<file path="src/hw/lmd_pkg.sv">
// Constants and register map for the LCD mode decode and register select block.
package lmd_pkg;
  localparam int DATA_W = 8;
  localparam int IDX_W = 5;
  localparam int SLOT_W = 4;
  localparam int MODE_W = 4;
  localparam int RATE_W = 6;
  localparam int NUM_SLOTS = 14;
  // Register indexes as seen through the index register.
  localparam logic [IDX_W-1:0] IDX_HTOTAL = 5'h00;
  localparam logic [IDX_W-1:0] IDX_HDISP = 5'h01;
  localparam logic [IDX_W-1:0] IDX_FIRST_MID = 5'h09;
  localparam logic [IDX_W-1:0] IDX_LAST_MID = 5'h0F;
  localparam logic [IDX_W-1:0] IDX_FIRST_HIGH = 5'h12;
  localparam logic [IDX_W-1:0] IDX_MODE = 5'h16;
  // Storage slots of the three registers the logic itself reads.
  localparam logic [SLOT_W-1:0] SLOT_HTOTAL = 4'h0;
  localparam logic [SLOT_W-1:0] SLOT_HDISP = 4'h1;
  localparam logic [SLOT_W-1:0] SLOT_MODE = 4'hD;
  localparam logic [SLOT_W-1:0] SLOT_MID_BASE = 4'h2;
  localparam logic [SLOT_W-1:0] SLOT_HIGH_BASE = 4'h9;
  localparam logic [DATA_W-1:0] REG_RESET = 8'h00;
  // Mode register bit positions.
  localparam int MBIT_ATTR = 0;
  localparam int MBIT_WIDE = 2;
  localparam int MBIT_GRAPH = 3;
  // Display mode numbers; zero marks a prohibited combination.
  localparam logic [MODE_W-1:0] MODE_NONE = 4'h0;
  localparam logic [MODE_W-1:0] MODE_1 = 4'h1;
  localparam logic [MODE_W-1:0] MODE_2 = 4'h2;
  localparam logic [MODE_W-1:0] MODE_3 = 4'h3;
  localparam logic [MODE_W-1:0] MODE_4 = 4'h4;
  localparam logic [MODE_W-1:0] MODE_5 = 4'h5;
  localparam logic [MODE_W-1:0] MODE_6 = 4'h6;
  localparam logic [MODE_W-1:0] MODE_7 = 4'h7;
  localparam logic [MODE_W-1:0] MODE_8 = 4'h8;
  localparam logic [MODE_W-1:0] MODE_9 = 4'h9;
  localparam logic [MODE_W-1:0] MODE_10 = 4'hA;
  localparam logic [MODE_W-1:0] MODE_11 = 4'hB;
  localparam logic [MODE_W-1:0] MODE_12 = 4'hC;
  localparam logic [MODE_W-1:0] MODE_13 = 4'hD;
  // Memory read rates in Mbps and the 16/m gap of the line restriction.
  localparam logic [RATE_W-1:0] RATE_NORMAL = 6'h14;
  localparam logic [RATE_W-1:0] RATE_WIDE = 6'h0A;
  localparam logic [RATE_W-1:0] RATE_LARGE = 6'h28;
  localparam logic [DATA_W:0] GAP_M1 = 9'h010;
  localparam logic [DATA_W:0] GAP_M2 = 9'h008;
  localparam logic [DATA_W:0] GAP_M4 = 9'h004;
  localparam logic [DATA_W:0] ONE_9 = 9'h001;
  // Extra panel beats that follow the first beat of a fetched byte.
  localparam logic [1:0] BEATS_ONE = 2'h1;
  localparam logic [1:0] BEATS_TWO = 2'h2;
  localparam logic [1:0] BEATS_FOUR = 2'h3;
  typedef enum logic [0:0] {LMD_IDLE, LMD_SEND} lmd_seq_e;
endpackage : lmd_pkg

</file>
<file path="src/hw/lmd_top.sv">
// Mode decode, register select and panel beat sequencer of the LCD timing controller.
`timescale 1ns/100ps
module lmd_top (
  input wire logic core_clk,
  input wire logic rst,
  input wire logic cs_n,
  input wire logic wr_n,
  input wire logic rd_n,
  input wire logic index_data_select,
  input wire logic [lmd_pkg::DATA_W-1:0] db_in,
  output logic [lmd_pkg::DATA_W-1:0] db_out,
  output logic db_oe,
  input wire logic screen_split_sel,
  input wire logic graphic_char_sel,
  input wire logic bus_width_sel,
  input wire logic wide_sel,
  input wire logic attr_func_sel,
  input wire logic frame_start,
  input wire logic fetch_valid,
  input wire logic [lmd_pkg::DATA_W-1:0] fetch_data,
  output logic fetch_ready,
  output logic [3:0] up_data,
  output logic [3:0] down_data,
  output logic panel_strobe,
  output logic [lmd_pkg::MODE_W-1:0] mode_num,
  output logic mode_error,
  output logic dual_panel,
  output logic bus8_mode,
  output logic graphic_mode,
  output logic wide_mode,
  output logic attr_enable,
  output logic or_enable,
  output logic [lmd_pkg::RATE_W-1:0] mem_rate_mbps,
  output logic fmt_violation
);
  import lmd_pkg::*;

  logic [DATA_W-1:0] regs_reg [NUM_SLOTS];
  logic [IDX_W-1:0] index_reg;
  logic wr_seen_reg;
  logic [4:0] sel_reg;
  logic [MODE_W-1:0] mode_reg;
  logic err_reg;
  lmd_seq_e seq_reg;
  logic [1:0] beat_reg;
  logic [DATA_W-1:0] byte_reg;
  logic [3:0] up_reg;
  logic [3:0] down_reg;
  logic strobe_reg;
  logic [DATA_W-1:0] db_reg;
  logic [MODE_W-1:0] decoded;
  logic wr_edge;
  logic idx_valid;
  logic [SLOT_W-1:0] idx_slot;
  logic [1:0] beats_needed;
  logic is_char;
  logic is_wide;
  logic is_dual;
  logic is_bus8;

  // Maps a register index to its storage slot; the top bit flags a valid index.
  function automatic logic [SLOT_W:0] slot_of(input logic [IDX_W-1:0] idx);
    logic [SLOT_W:0] r;
    r = '0;
    if (idx == IDX_HTOTAL || idx == IDX_HDISP) begin
      r = {1'b1, idx[SLOT_W-1:0]};
    end else if (idx >= IDX_FIRST_MID && idx <= IDX_LAST_MID) begin
      r = {1'b1, SLOT_W'(idx - IDX_FIRST_MID) + SLOT_MID_BASE};
    end else if (idx >= IDX_FIRST_HIGH && idx <= IDX_MODE) begin
      r = {1'b1, SLOT_W'(idx - IDX_FIRST_HIGH) + SLOT_HIGH_BASE};
    end
    return r;
  endfunction : slot_of

  // Decodes {split, graphic, bus width, wide, attribute} into a mode number.
  function automatic logic [MODE_W-1:0] mode_of(input logic [4:0] s);
    logic [MODE_W-1:0] m;
    m = MODE_NONE;
    case (s)
      5'h10, 5'h11: m = MODE_1;
      5'h12, 5'h13: m = MODE_2;
      5'h19: m = MODE_3;
      5'h18: m = MODE_4;
      5'h00, 5'h01: m = MODE_5;
      5'h02, 5'h03: m = MODE_6;
      5'h09: m = MODE_7;
      5'h08: m = MODE_8;
      5'h04, 5'h05: m = MODE_9;
      5'h06, 5'h07: m = MODE_10;
      5'h0D: m = MODE_11;
      5'h0C: m = MODE_12;
      5'h1D: m = MODE_13;
      default: m = MODE_NONE;
    endcase
    return m;
  endfunction : mode_of

  // Index decode and a single write per strobe low phase.
  assign {idx_valid, idx_slot} = slot_of(index_reg);
  assign wr_edge = !cs_n && !wr_n && !wr_seen_reg;

  // Strobe tracker so a long write strobe acts once.
  always_ff @(posedge core_clk or posedge rst) begin
    if (rst) begin
      wr_seen_reg <= 1'b0;
    end else begin
      wr_seen_reg <= !cs_n && !wr_n;
    end
  end

  // Index register loads when the select line is low.
  always_ff @(posedge core_clk or posedge rst) begin
    if (rst) begin
      index_reg <= '0;
    end else if (wr_edge && !index_data_select) begin
      index_reg <= db_in[IDX_W-1:0];
    end
  end

  // Data registers; an invalid index leaves every register untouched.
  always_ff @(posedge core_clk or posedge rst) begin
    if (rst) begin
      for (int i = 0; i < NUM_SLOTS; i++) begin
        regs_reg[i] <= REG_RESET;
      end
    end else if (wr_edge && index_data_select && idx_valid) begin
      regs_reg[idx_slot] <= db_in;
    end
  end

  // Read data comes from a flip-flop; invalid reads return zero.
  always_ff @(posedge core_clk or posedge rst) begin
    if (rst) begin
      db_reg <= '0;
    end else if (!cs_n && !rd_n) begin
      if (!index_data_select) begin
        db_reg <= DATA_W'(index_reg);
      end else if (idx_valid) begin
        db_reg <= regs_reg[idx_slot];
      end else begin
        db_reg <= '0;
      end
    end
  end
  assign db_out = db_reg;
  assign db_oe = !cs_n && !rd_n;

  // Samples the pins, each ORed with its mode register bit where one exists.
  always_ff @(posedge core_clk or posedge rst) begin
    if (rst) begin
      sel_reg <= '0;
    end else begin
      sel_reg <= {screen_split_sel,
                  graphic_char_sel | regs_reg[SLOT_MODE][MBIT_GRAPH],
                  bus_width_sel,
                  wide_sel | regs_reg[SLOT_MODE][MBIT_WIDE],
                  attr_func_sel | regs_reg[SLOT_MODE][MBIT_ATTR]};
    end
  end
  assign decoded = mode_of(sel_reg);

  // Mode changes only at a frame boundary; a prohibited set keeps the old mode.
  always_ff @(posedge core_clk or posedge rst) begin
    if (rst) begin
      mode_reg <= MODE_5;
      err_reg <= 1'b0;
    end else if (frame_start) begin
      err_reg <= (decoded == MODE_NONE);
      if (decoded != MODE_NONE) begin
        mode_reg <= decoded;
      end
    end
  end

  // Mode properties derived from the applied mode number and, for attr_enable and or_enable, also from sel_reg[0].
  assign is_dual = mode_reg inside {MODE_1, MODE_2, MODE_3, MODE_4, MODE_13};
  assign is_bus8 = mode_reg inside {MODE_9, MODE_10, MODE_11, MODE_12};
  assign is_char = mode_reg inside {MODE_1, MODE_2, MODE_5, MODE_6, MODE_9, MODE_10};
  assign is_wide = mode_reg inside {MODE_2, MODE_6, MODE_10};
  assign mode_num = mode_reg;
  assign mode_error = err_reg;
  assign dual_panel = is_dual;
  assign bus8_mode = is_bus8;
  assign graphic_mode = !is_char;
  assign wide_mode = is_wide;
  assign attr_enable = is_char && sel_reg[0];
  assign or_enable = is_char && !sel_reg[0];

  // Memory read rate per mode.
  always_comb begin
    if (mode_reg == MODE_13) begin
      mem_rate_mbps = RATE_LARGE;
    end else if (is_wide) begin
      mem_rate_mbps = RATE_WIDE;
    end else begin
      mem_rate_mbps = RATE_NORMAL;
    end
  end

  // Flags a line format that breaks displayed plus 16/m within total plus one.
  always_comb begin
    logic [DATA_W:0] gap;
    gap = GAP_M2;
    if (mode_reg == MODE_5 || mode_reg == MODE_9) begin
      gap = GAP_M1;
    end else if (mode_reg inside {MODE_2, MODE_3, MODE_4}) begin
      gap = GAP_M4;
    end
    fmt_violation = ({1'b0, regs_reg[SLOT_HDISP]} + gap) >
                    ({1'b0, regs_reg[SLOT_HTOTAL]} + ONE_9);
  end

  // Beats per fetched byte: single 4-bit needs two nibbles, wide doubles it.
  always_comb begin
    if (!is_dual && !is_bus8) begin
      beats_needed = is_wide ? BEATS_FOUR : BEATS_ONE;
    end else begin
      beats_needed = is_wide ? BEATS_ONE : '0;
    end
  end
  assign fetch_ready = (seq_reg == LMD_IDLE);

  // Panel sequencer: accepts a byte, then emits the remaining beats.
  always_ff @(posedge core_clk or posedge rst) begin
    if (rst) begin
      seq_reg <= LMD_IDLE;
      beat_reg <= '0;
      byte_reg <= '0;
    end else begin
      case (seq_reg)
        LMD_IDLE: begin
          if (fetch_valid) begin
            byte_reg <= fetch_data;
            beat_reg <= beats_needed;
            if (beats_needed != '0) begin
              seq_reg <= LMD_SEND;
            end
          end
        end
        LMD_SEND: begin
          beat_reg <= beat_reg - 2'h1;
          if (beat_reg == BEATS_ONE) begin
            seq_reg <= LMD_IDLE;
          end
        end
        default: seq_reg <= LMD_IDLE;
      endcase
    end
  end

  // Panel lanes: dual and 8-bit split the byte, single 4-bit sends high then low.
  always_ff @(posedge core_clk or posedge rst) begin
    if (rst) begin
      up_reg <= '0;
      down_reg <= '0;
      strobe_reg <= 1'b0;
    end else begin
      strobe_reg <= 1'b0;
      if (seq_reg == LMD_IDLE && fetch_valid) begin
        strobe_reg <= 1'b1;
        up_reg <= fetch_data[7:4];
        down_reg <= (is_dual || is_bus8) ? fetch_data[3:0] : 4'h0;
      end else if (seq_reg == LMD_SEND) begin
        strobe_reg <= 1'b1;
        if (is_dual || is_bus8) begin
          up_reg <= byte_reg[7:4];
          down_reg <= byte_reg[3:0];
        end else begin
          // The first beat already sent the high nibble, so odd counts carry the low one.
          up_reg <= beat_reg[0] ? byte_reg[3:0] : byte_reg[7:4];
          down_reg <= 4'h0;
        end
      end
    end
  end
  assign up_data = up_reg;
  assign down_data = down_reg;
  assign panel_strobe = strobe_reg;

  // Checks on register access, mode decode and the panel sequencer.
  AST_INVALID_WRITE: assert property (@(posedge core_clk) disable iff (rst)
    (wr_edge && index_data_select && !idx_valid) |=> $stable(regs_reg[SLOT_MODE]))
    else $error("Invalid write changed the mode register.");
  AST_INVALID_READ: assert property (@(posedge core_clk) disable iff (rst)
    (!cs_n && !rd_n && index_data_select && !idx_valid) |=> (db_out == '0))
    else $error("Invalid read returned nonzero data.");
  AST_INDEX_LOAD: assert property (@(posedge core_clk) disable iff (rst)
    (wr_edge && !index_data_select) |=> (index_reg == $past(db_in[IDX_W-1:0])))
    else $error("Index register did not load.");
  AST_HTOTAL_RW: assert property (@(posedge core_clk) disable iff (rst)
    (wr_edge && index_data_select && index_reg == IDX_HTOTAL)
    |=> (regs_reg[SLOT_HTOTAL] == $past(db_in)))
    else $error("Horizontal total did not store the written value.");
  AST_MODE_HOLD: assert property (@(posedge core_clk) disable iff (rst)
    !frame_start |=> $stable(mode_reg))
    else $error("Mode changed outside a frame boundary.");
  AST_BAD_COMBO: assert property (@(posedge core_clk) disable iff (rst)
    (frame_start && decoded == MODE_NONE) |=> (mode_error && $stable(mode_reg)))
    else $error("Prohibited combination not held off.");
  AST_LARGE: assert property (@(posedge core_clk) disable iff (rst)
    (mode_num == MODE_13) |-> (dual_panel && graphic_mode && mem_rate_mbps == RATE_LARGE))
    else $error("Large screen mode has wrong attributes.");
  AST_WIDE_CHAR: assert property (@(posedge core_clk) disable iff (rst)
    wide_mode |-> (!graphic_mode && mem_rate_mbps == RATE_WIDE))
    else $error("Wide mode outside character display.");
  AST_WIDE_TWICE: assert property (@(posedge core_clk) disable iff (rst)
    (fetch_ready && fetch_valid && wide_mode && (dual_panel || bus8_mode))
    |=> panel_strobe ##1 (panel_strobe && up_data == $past(up_data)))
    else $error("Wide character not sent twice.");
  AST_WIDE_OR: assert property (@(posedge core_clk) disable iff (rst)
    (frame_start && regs_reg[SLOT_MODE][MBIT_WIDE] && $past(regs_reg[SLOT_MODE][MBIT_WIDE])
     && !graphic_char_sel && decoded != MODE_NONE) |=> wide_mode)
    else $error("Mode bit 2 did not select wide display.");
  COV_MODE13: cover property (@(posedge core_clk) disable iff (rst) mode_num == MODE_13);
  COV_WIDE_FETCH: cover property (@(posedge core_clk) disable iff (rst)
    fetch_valid && fetch_ready && wide_mode);
  COV_BAD: cover property (@(posedge core_clk) disable iff (rst) mode_error);
  COV_INVALID_WR: cover property (@(posedge core_clk) disable iff (rst)
    wr_edge && index_data_select && !idx_valid);
endmodule : lmd_top

</file>
<file path="config.mk">
export PLATFORM = sky130hd
export DESIGN_NAME = lmd_top
export DESIGN_NICKNAME = d
export VERILOG_FILES = /design/src/hw/lmd_pkg.sv /design/src/hw/lmd_top.sv
export SDC_FILE = /design/constraint.sdc
export NUM_CORES = 1
export LEC_CHECK = 0
export BUFFER_PORTS_ARGS = -buffer_cell sky130_fd_sc_hd__buf_2
export CAP_MARGIN = 40
export CORE_ASPECT_RATIO = 0.75
export CORE_MARGIN = 2
export CORE_UTILIZATION = 50
export DETAILED_ROUTE_END_ITERATION = 8
export PLACE_DENSITY = 0.68
export SLEW_MARGIN = 10
export SYNTH_ARGS = -nofsm -noshare
export SYNTH_HDL_FRONTEND = slang
export SYNTH_SLANG_ARGS = --single-unit
</file>
<file path="constraint.sdc">
create_clock -name core_clk -period 12.7 [get_ports core_clk]
set_input_delay 1.905 -clock core_clk [delete_from_list [all_inputs] [get_ports core_clk]]
set_output_delay 1.905 -clock core_clk [all_outputs]
set_load 0.02 [all_outputs]
</file>
# Word level (Yosys, flattened, before mapping)
# Memories as Yosys holds them, arrays and structs flattened.
# Cells that the tools add are included.
classes:
  add_sub_neg: 7
  magnitude_cmp: 7
  n_eq_ne: 14
  mux: 34
  bitwise: 5
  n_reduce_logical: 37
op_table:
  columns: ["op", "n"]
  rows:
  - ["112-bit bitwise mux", 1]
  - ["8-bit 2-to-1 mux", 5]
  - ["4-bit 2-to-1 mux", 9]
  - ["8-bit binary-select mux with 4-bit select", 1]
  - ["8-bit demux with 4-bit select", 1]
  - ["5-bit 2-to-1 mux", 5]
  - ["4-bit equality test (second input constant)", 5]
  - ["1-bit logical AND", 13]
  - ["4-bit by 3-bit equality test with 1-bit output (second input constant)", 3]
  - ["5-bit greater-or-equal comparator (second input constant)", 2]
  - ["8-bit by 1-bit adder with 9-bit output (second input constant)", 1]
  - ["8-bit by 9-bit adder with 9-bit output", 1]
  - ["9-bit greater-than comparator", 1]
  - ["1-bit zero test", 9]
  - ["4-bit by 2-bit equality test with 1-bit output (second input constant)", 2]
  - ["4-bit nonzero test", 2]
  - ["1-bit 2-to-1 mux", 6]
  - ["2-bit 2-to-1 mux", 3]
  - ["6-bit 2-to-1 mux", 1]
  - ["3-bit nonzero test", 2]
  - ["6-bit nonzero test", 1]
  - ["5-bit by 1-bit equality test with 1-bit output (second input constant)", 1]
  - ["5-bit by 4-bit greater-or-equal comparator with 1-bit output (second input constant)", 1]
  - ["5-bit by 4-bit less-or-equal comparator with 1-bit output (second input constant)", 1]
  - ["21 further kinds", 27]
totals:
  register_bits: 156
  romBits: 128
  memories: 1
mem_list:
  columns: ["name", "depth", "word_bits", "rd", "rd_ports_with_merged_regs", "write_ports", "line", "rtl"]
  rows:
  - ["(name not given)", 32, 4, 1, 0, 0, "lmd_top.sv:79", "case (s)"]

# Depth between registers and ports, before layout
# Gate-level depths: netlist (run 1).
depth:
  word_depth: 11
  depth_mapped: 13
  ltp_nobuf: 12

# Worst setup path before layout (run 1)
# Ideal clock, no wire load.
synth_timing:
  path_kind: "register to output"
  startpoint: "register mode_reg[1], in the netlist mode_num[1]"
  endpoint: "output port fmt_violation"
  arrival_time_ns: 3.102
  path_slack_ns: 7.693
  stages_incl_launch_ff: 14
  path_buffers: 1
  cell_sequence: "dfrtp_1 > clkbuf_1 > or3b_2 > a21oi_1 > nor2_1 > ha_1 > a21o_1 > a21oi_1 > nor2_1 > xor2_1 > ha_1 > nand4_1 > o32a_1 > o31a_1"
synth_via:
  elab_chain_cells: 6
  elab_cells_between_ends: 11
synth_rtl:
  columns: ["item", "line", "rtl"]
  rows:
  - ["from (decl)", "lmd_top.sv:42", "logic [MODE_W-1:0] mode_reg;"]
  - ["from (signal assigned)", "lmd_top.sv:170", "mode_reg <= decoded;"]
  - ["4-bit by 2-bit equality test with 1-bit output or 4-bit by 3-bit equality test with 1-bit output (tied branches)", "lmd_top.sv:206", "end else if (mode_reg inside {MODE_2, MODE_3, MODE_4}) begin"]
  - ["3-bit nonzero test", "lmd_top.sv:206", null]
  - ["4-bit 2-to-1 mux", "lmd_top.sv:206", null]
  - ["5-bit 2-to-1 mux *", "lmd_top.sv:204", "if (mode_reg == MODE_5 || mode_reg == MODE_9) begin"]
  - ["8-bit by 9-bit adder with 9-bit output *", "lmd_top.sv:209", "fmt_violation = ({1'b0, regs_reg[SLOT_HDISP]} + gap) >"]
  - ["9-bit greater-than comparator *", "lmd_top.sv:209", null]
  - ["to (decl)", "lmd_top.sv:34", "output logic fmt_violation"]
# Every way passes the cells marked *; elsewhere a longest branch is shown, timed or not.

# Final worst setup path (run 1)
layout_timing:
  startpoint: "register mode_reg[2], in the netlist mode_num[2]"
  endpoint: "output port fmt_violation"
# Same word-level chain as after synthesis.

==> qor.csv, run 1 <==
metric,value,unit
status,completed,
Buf/Inv on CP,1,
drt initial violations,386,
"antenna viol nets, final",0,
CP startpoint,mode_num[2],
CP endpoint kind,output port,
cells after synthesis,741,
H-tree Lvls,4,
MaxCap Viol Count,0,
DP HPWL,13400,um
Slew @ Worst Pin,960,ps
CTS Hold Bufs,0,
Final min period,5750,ps
post-synthesis register bit count,156,
r2r startpoint,index_reg[1],
design area,9260,um2
antenna violations before repair,0,
post-CTS sizing,0,
Max-slew headroom,35.1,%
GRT overflow,0,
TritonCTS clock tree,yes,
largest net degree at the start of global routing,75,
area grow syn2layout,13.5,%
drt drc,0,
clock latency on the worst-skew pair,430,ps
Final nets,840,
Root Driver,clkbuf_16,
Crit path max-delay family,compound AO/OA/AOI/OAI gates,
skew final,8.92,ps
CTS sink cnt,156,
worst-path fanout max,8,
area of the core,16000,um2
Setup crit start kind,flip-flop,
final WL,19600,um
via count,5921,
HP Start,down_data[2],
Synth Net Count,790,
clk slew on worst S/H paths,60,ps
Antenna Cells,0,
Max Buffers Root-to-Sink,2,
DP Area,8650,um2
Mapped Avg Cell Area,11.0,um2
worst path cell trace,or3b_2 -> a21oi_1 -> nor2_1 -> ha_1 -> a21o_1 -> a21oi_1 -> nor2_1 -> xor2_1 -> ha_1 -> nand4_1 -> o32a_1 -> o31a_1 -> buf_2,
"commonest non-fill, non-tap cells in the layout","154 x dfrtp_1, 122 x mux2_2, 118 x nand2_1",
R2R setup slack,8770,ps
fin. max-slew vios,0,
Site Rows,40,
slowest cell on the critical path,dfstp_2,
distinct cell type count after synthesis,63,
Hold WS,482,ps
final hold vios,0,
"commonest non-fill, non-tap cell in the layout",dfrtp_1,
Overall Global Routing Usage,23.9,%
classification of the worst-slack hold path,reg2reg,
Post-CTS Setup Inserts,0,
Synth Warn #,0,
IO Pins,66,
share of flip-flops with an asynchronous set or reset,100,%
sequential fraction of the synthesis area,47.9,%
WP data required,10800,ps
CP Class,reg2out,
first-pass GRT wire length,31500,um
Detailed Routing Iterations Pass 1,4,
die area,17400,um2
Post-synth EDFFs,0,
max incr delay on CP,590,ps
share of layout cells above drive strength 1,32.3,%
# setup viols final,0,
Fin Setup TNS,0,ps
period utilization,45.3,%
highest clock rate,174,MHz
vias in the first global route,5958,
Via density,5.84,
max reg flops,112,
crit path DAT,3850,ps
CTS buffer count,17,
Synth Flop Type,dfrtp_1,
Initial Util,51.1,%
P_leak,4.48,nW
Die H,115,um
Die Wd,151,um
Wirelength per Cell,19.4,um
pwr dens,204,nW/um2
total power draw,1.89,mW
RD Place Congestion,0.851,
Worst VDD drop,0.000108,V
RSZ-0062 raised after global routing,false,
PortBufs,64,
Synth Cell Area,8160,um2
per-stage QoR:
stage,std cells,setup slack (ps),utilization [%]
after detailed placement,982,7370,54.2
after global placement,980,7500,53.9
after global routing,1014,6730,58.0
after CTS,1014,6920,58.0
final,1014,6950,58.0
after floorplan,741,6590,-
worst reg2reg max path: stages (launching register included):
cell	delay, ps
dfrtp_1	610
inv_1	210
ha_1	270
or3_1	330
a221oi_1	560
a21o_2	170
buf_4	590
mux2i_1	270
mux2i_1	410
o221ai_1	210
o31ai_1	210
synthesized netlist by cell type, types with 5 or more instances:
cell type,number,area (um2)
dfrtp_1,154,3850
mux2_2,122,1370
nand2_1,118,443
nand3_1,43,215
a21oi_1,27,135
mux2i_1,20,200
clkbuf_1,19,71.3
ha_1,19,238
a21boi_0,18,135
nor2_1,17,63.8
inv_1,15,56.3
o21ai_0,14,70.1
buf_2,12,60.1
nor2b_1,7,43.8
o31ai_1,7,52.6
xnor2_1,7,61.3
xor2_1,6,52.6
a211oi_1,5,37.5
buf_4,5,37.5
nand2_4,5,56.3
nor3_1,5,25.0
o21a_1,5,37.5
o221ai_1,5,43.8
o41ai_1,5,43.8
or2_2,5,31.3
path summary, 6_finish.rpt:
check / end / cells past startpoint
setup / recovery: fmt_violation / 13
hold / removal: down_data[2] / 2
setup reg to reg: db_out[1] / 10
hold reg to reg: down_data[2] / 2
max in group asynchronous: regs_reg[103] / 4
min in group asynchronous: wr_seen_reg / 2
area by class of cell:
class	instances	area, um2
Clock buffer	18	439
Fill cell	1307	6710
Inverter	15	61.3
Tap cell	210	263
Multi-Input combinational cell	530	4020
Timing Repair Buffer	71	395
Clock inverter	14	169
Sequential cell	156	3910
logic make-up (layout without fill, tap and decap cells):
family          count (synthesis)  after routing  synth area share, %
fa+ha+maj                      20             20                 3.16
compound gates                113            113                 9.83
flops                         156            156                 47.9
buf+inv                        55            118                 2.95
other cells                     1              1               0.0460
simple gates                  238            238                 15.0
mux                           145            145                 19.7
xor+xnor                       13             13                 1.40
report_power, final:
part           internal (mW)  switching [mW]
Sequential             0.614          0.0963
Clock                  0.314           0.209
Combinational          0.267           0.388
layer usage:
layer	routed length, um	GRT usage (%)
met1	9070	33.1
met2	9110	38.2
met3	1130	5.02
met4	339	6.85
met5	0	0
No activity file was read; power rests on OpenSTA's default activity.
==> inputs of run 2 (changes only) <==
clock period = 5.9 ns   (was 12.7 ns; I/O delays follow)
==> qor.csv, run 2 (same netlist as run 1, synthesis figures left out) <==
metric,value,unit
status,completed,
CTS sink cnt,156,
antenna violations before repair,0,
IO Pins,66,
Die Wd,151,um
P_leak,4.52,nW
Antenna Cells,0,
Root Driver,clkbuf_16,
period utilization,79.5,%
Hold WS,407,ps
H-tree Lvls,4,
R2R setup slack,2270,ps
Final min period,4690,ps
Die H,115,um
Fin Setup TNS,0,ps
RD Place Congestion,0.836,
CP Class,reg2out,
Max-slew headroom,40.6,%
MaxCap Viol Count,0,
CTS Hold Bufs,0,
area grow syn2layout,14.1,%
"antenna viol nets, final",0,
WP data required,5020,ps
largest net degree at the start of global routing,88,
CP startpoint,mode_num[2],
clock latency on the worst-skew pair,420,ps
worst-path fanout max,8,
max reg flops,112,
Buf/Inv on CP,1,
share of layout cells above drive strength 1,32.3,%
final WL,19700,um
highest clock rate,213,MHz
skew final,8.53,ps
Site Rows,40,
slowest cell on the critical path,dfstp_2,
CP endpoint,fmt_violation,
CTS buffer count,17,
PortBufs,64,
clk slew on worst S/H paths,70,ps
CP endpoint kind,output port,
via count,5926,
# setup viols final,0,
Crit path max-delay family,compound AO/OA/AOI/OAI gates,
RSZ-0062 raised after global routing,false,
first-pass GRT wire length,31900,um
"commonest non-fill, non-tap cells in the layout","154 x dfrtp_1, 122 x mux2_2, 118 x nand2_1",
Post-CTS Setup Inserts,0,
worst path cell trace,or3b_2 -> a21oi_1 -> nor2_1 -> ha_1 -> a21o_1 -> a21oi_1 -> nor2_1 -> xor2_1 -> ha_1 -> nand4_1 -> o32a_1 -> o31a_1 -> buf_2,
max incr delay on CP,590,ps
DP HPWL,13500,um
area of the core,16000,um2
Wirelength per Cell,19.4,um
Crit Reg-Reg Endpoint,regs_reg[18],
Overall Global Routing Usage,24.2,%
Initial Util,51.1,%
Worst VDD drop,0.000258,V
Slew @ Worst Pin,880,ps
"commonest non-fill, non-tap cell in the layout",dfrtp_1,
drt drc,0,
Detailed Routing Iterations Pass 1,5,
die area,17400,um2
drt initial violations,371,
TritonCTS clock tree,yes,
r2r startpoint,index_reg[1],
GRT overflow,0,
pwr dens,444,nW/um2
crit path DAT,3800,ps
final hold vios,0,
Max Buffers Root-to-Sink,2,
classification of the worst-slack hold path,in2async,
post-CTS sizing,0,
R2R depth,9,
Crit path depth,13,
Setup crit start kind,flip-flop,
Final nets,841,
vias in the first global route,6005,
fin. max-slew vios,0,
Via density,5.84,
[run 2: layout make-up]
type | count | area, um2
multi-input cells | 530 | 4020
repair buffers | 72 | 415
clock inverters | 12 | 181
inverters | 15 | 61.3
fillers | 1345 | 6660
well taps | 210 | 263
clock buffers | 20 | 457
flip-flops and latches | 156 | 3910
[run 2: metrics by stage]
| stage | power (mW) | cells | util (%) | setup WS [ps] | instance area (um2) |
|---|---|---|---|---|---|
| global placement | 2.87 | 980 | 53.9 | 1780 | 8610 |
| floorplan | 2.54 | 741 | - | 812 | 8160 |
| finish | 4.13 | 1015 | 58.3 | 1210 | 9310 |
| CTS | 4.16 | 1015 | 58.3 | 1210 | 9310 |
| global route | 4.39 | 1015 | 58.3 | 975 | 9310 |
| detailed placement | 2.96 | 983 | 54.3 | 1660 | 8670 |
[run 2: worst min-delay path by stage]
| stage | startpoint | end | slack [ps] | cells after the start |
|---|---|---|---|---|
| after floorplan | regs_reg[0] | sel_reg[0] | 460 | 1 |
| after detailed placement | mode_error | mode_error | 470 | 1 |
| after global routing | rst | up_data[0] | 410 | 2 |
| after CTS | rst | panel_strobe | 400 | 2 |
| final | rst | up_data[0] | 410 | 2 |
| after global placement | down_data[0] | down_data[0] | 470 | 2 |
[run 2: metal layers]
| layer | vias to the layer above | part of all wire (%) | track usage (%) |
|---|---|---|---|
| met5 | - | 0 | 0 |
| met2 | 157 | 47 | 38.4 |
| met4 | 0 | 0.75 | 5.55 |
| li1 | 2743 | - | - |
| met3 | 12 | 5.7 | 5.38 |
| met1 | 3014 | 47 | 34.0 |
[run 2: report_power, final]
| part | total [mW] | switching, mW | internal [mW] |
|---|---|---|---|
| Combinational | 1.42 | 0.829 | 0.587 |
| Clock | 1.18 | 0.448 | 0.736 |
| Sequential | 1.53 | 0.211 | 1.32 |
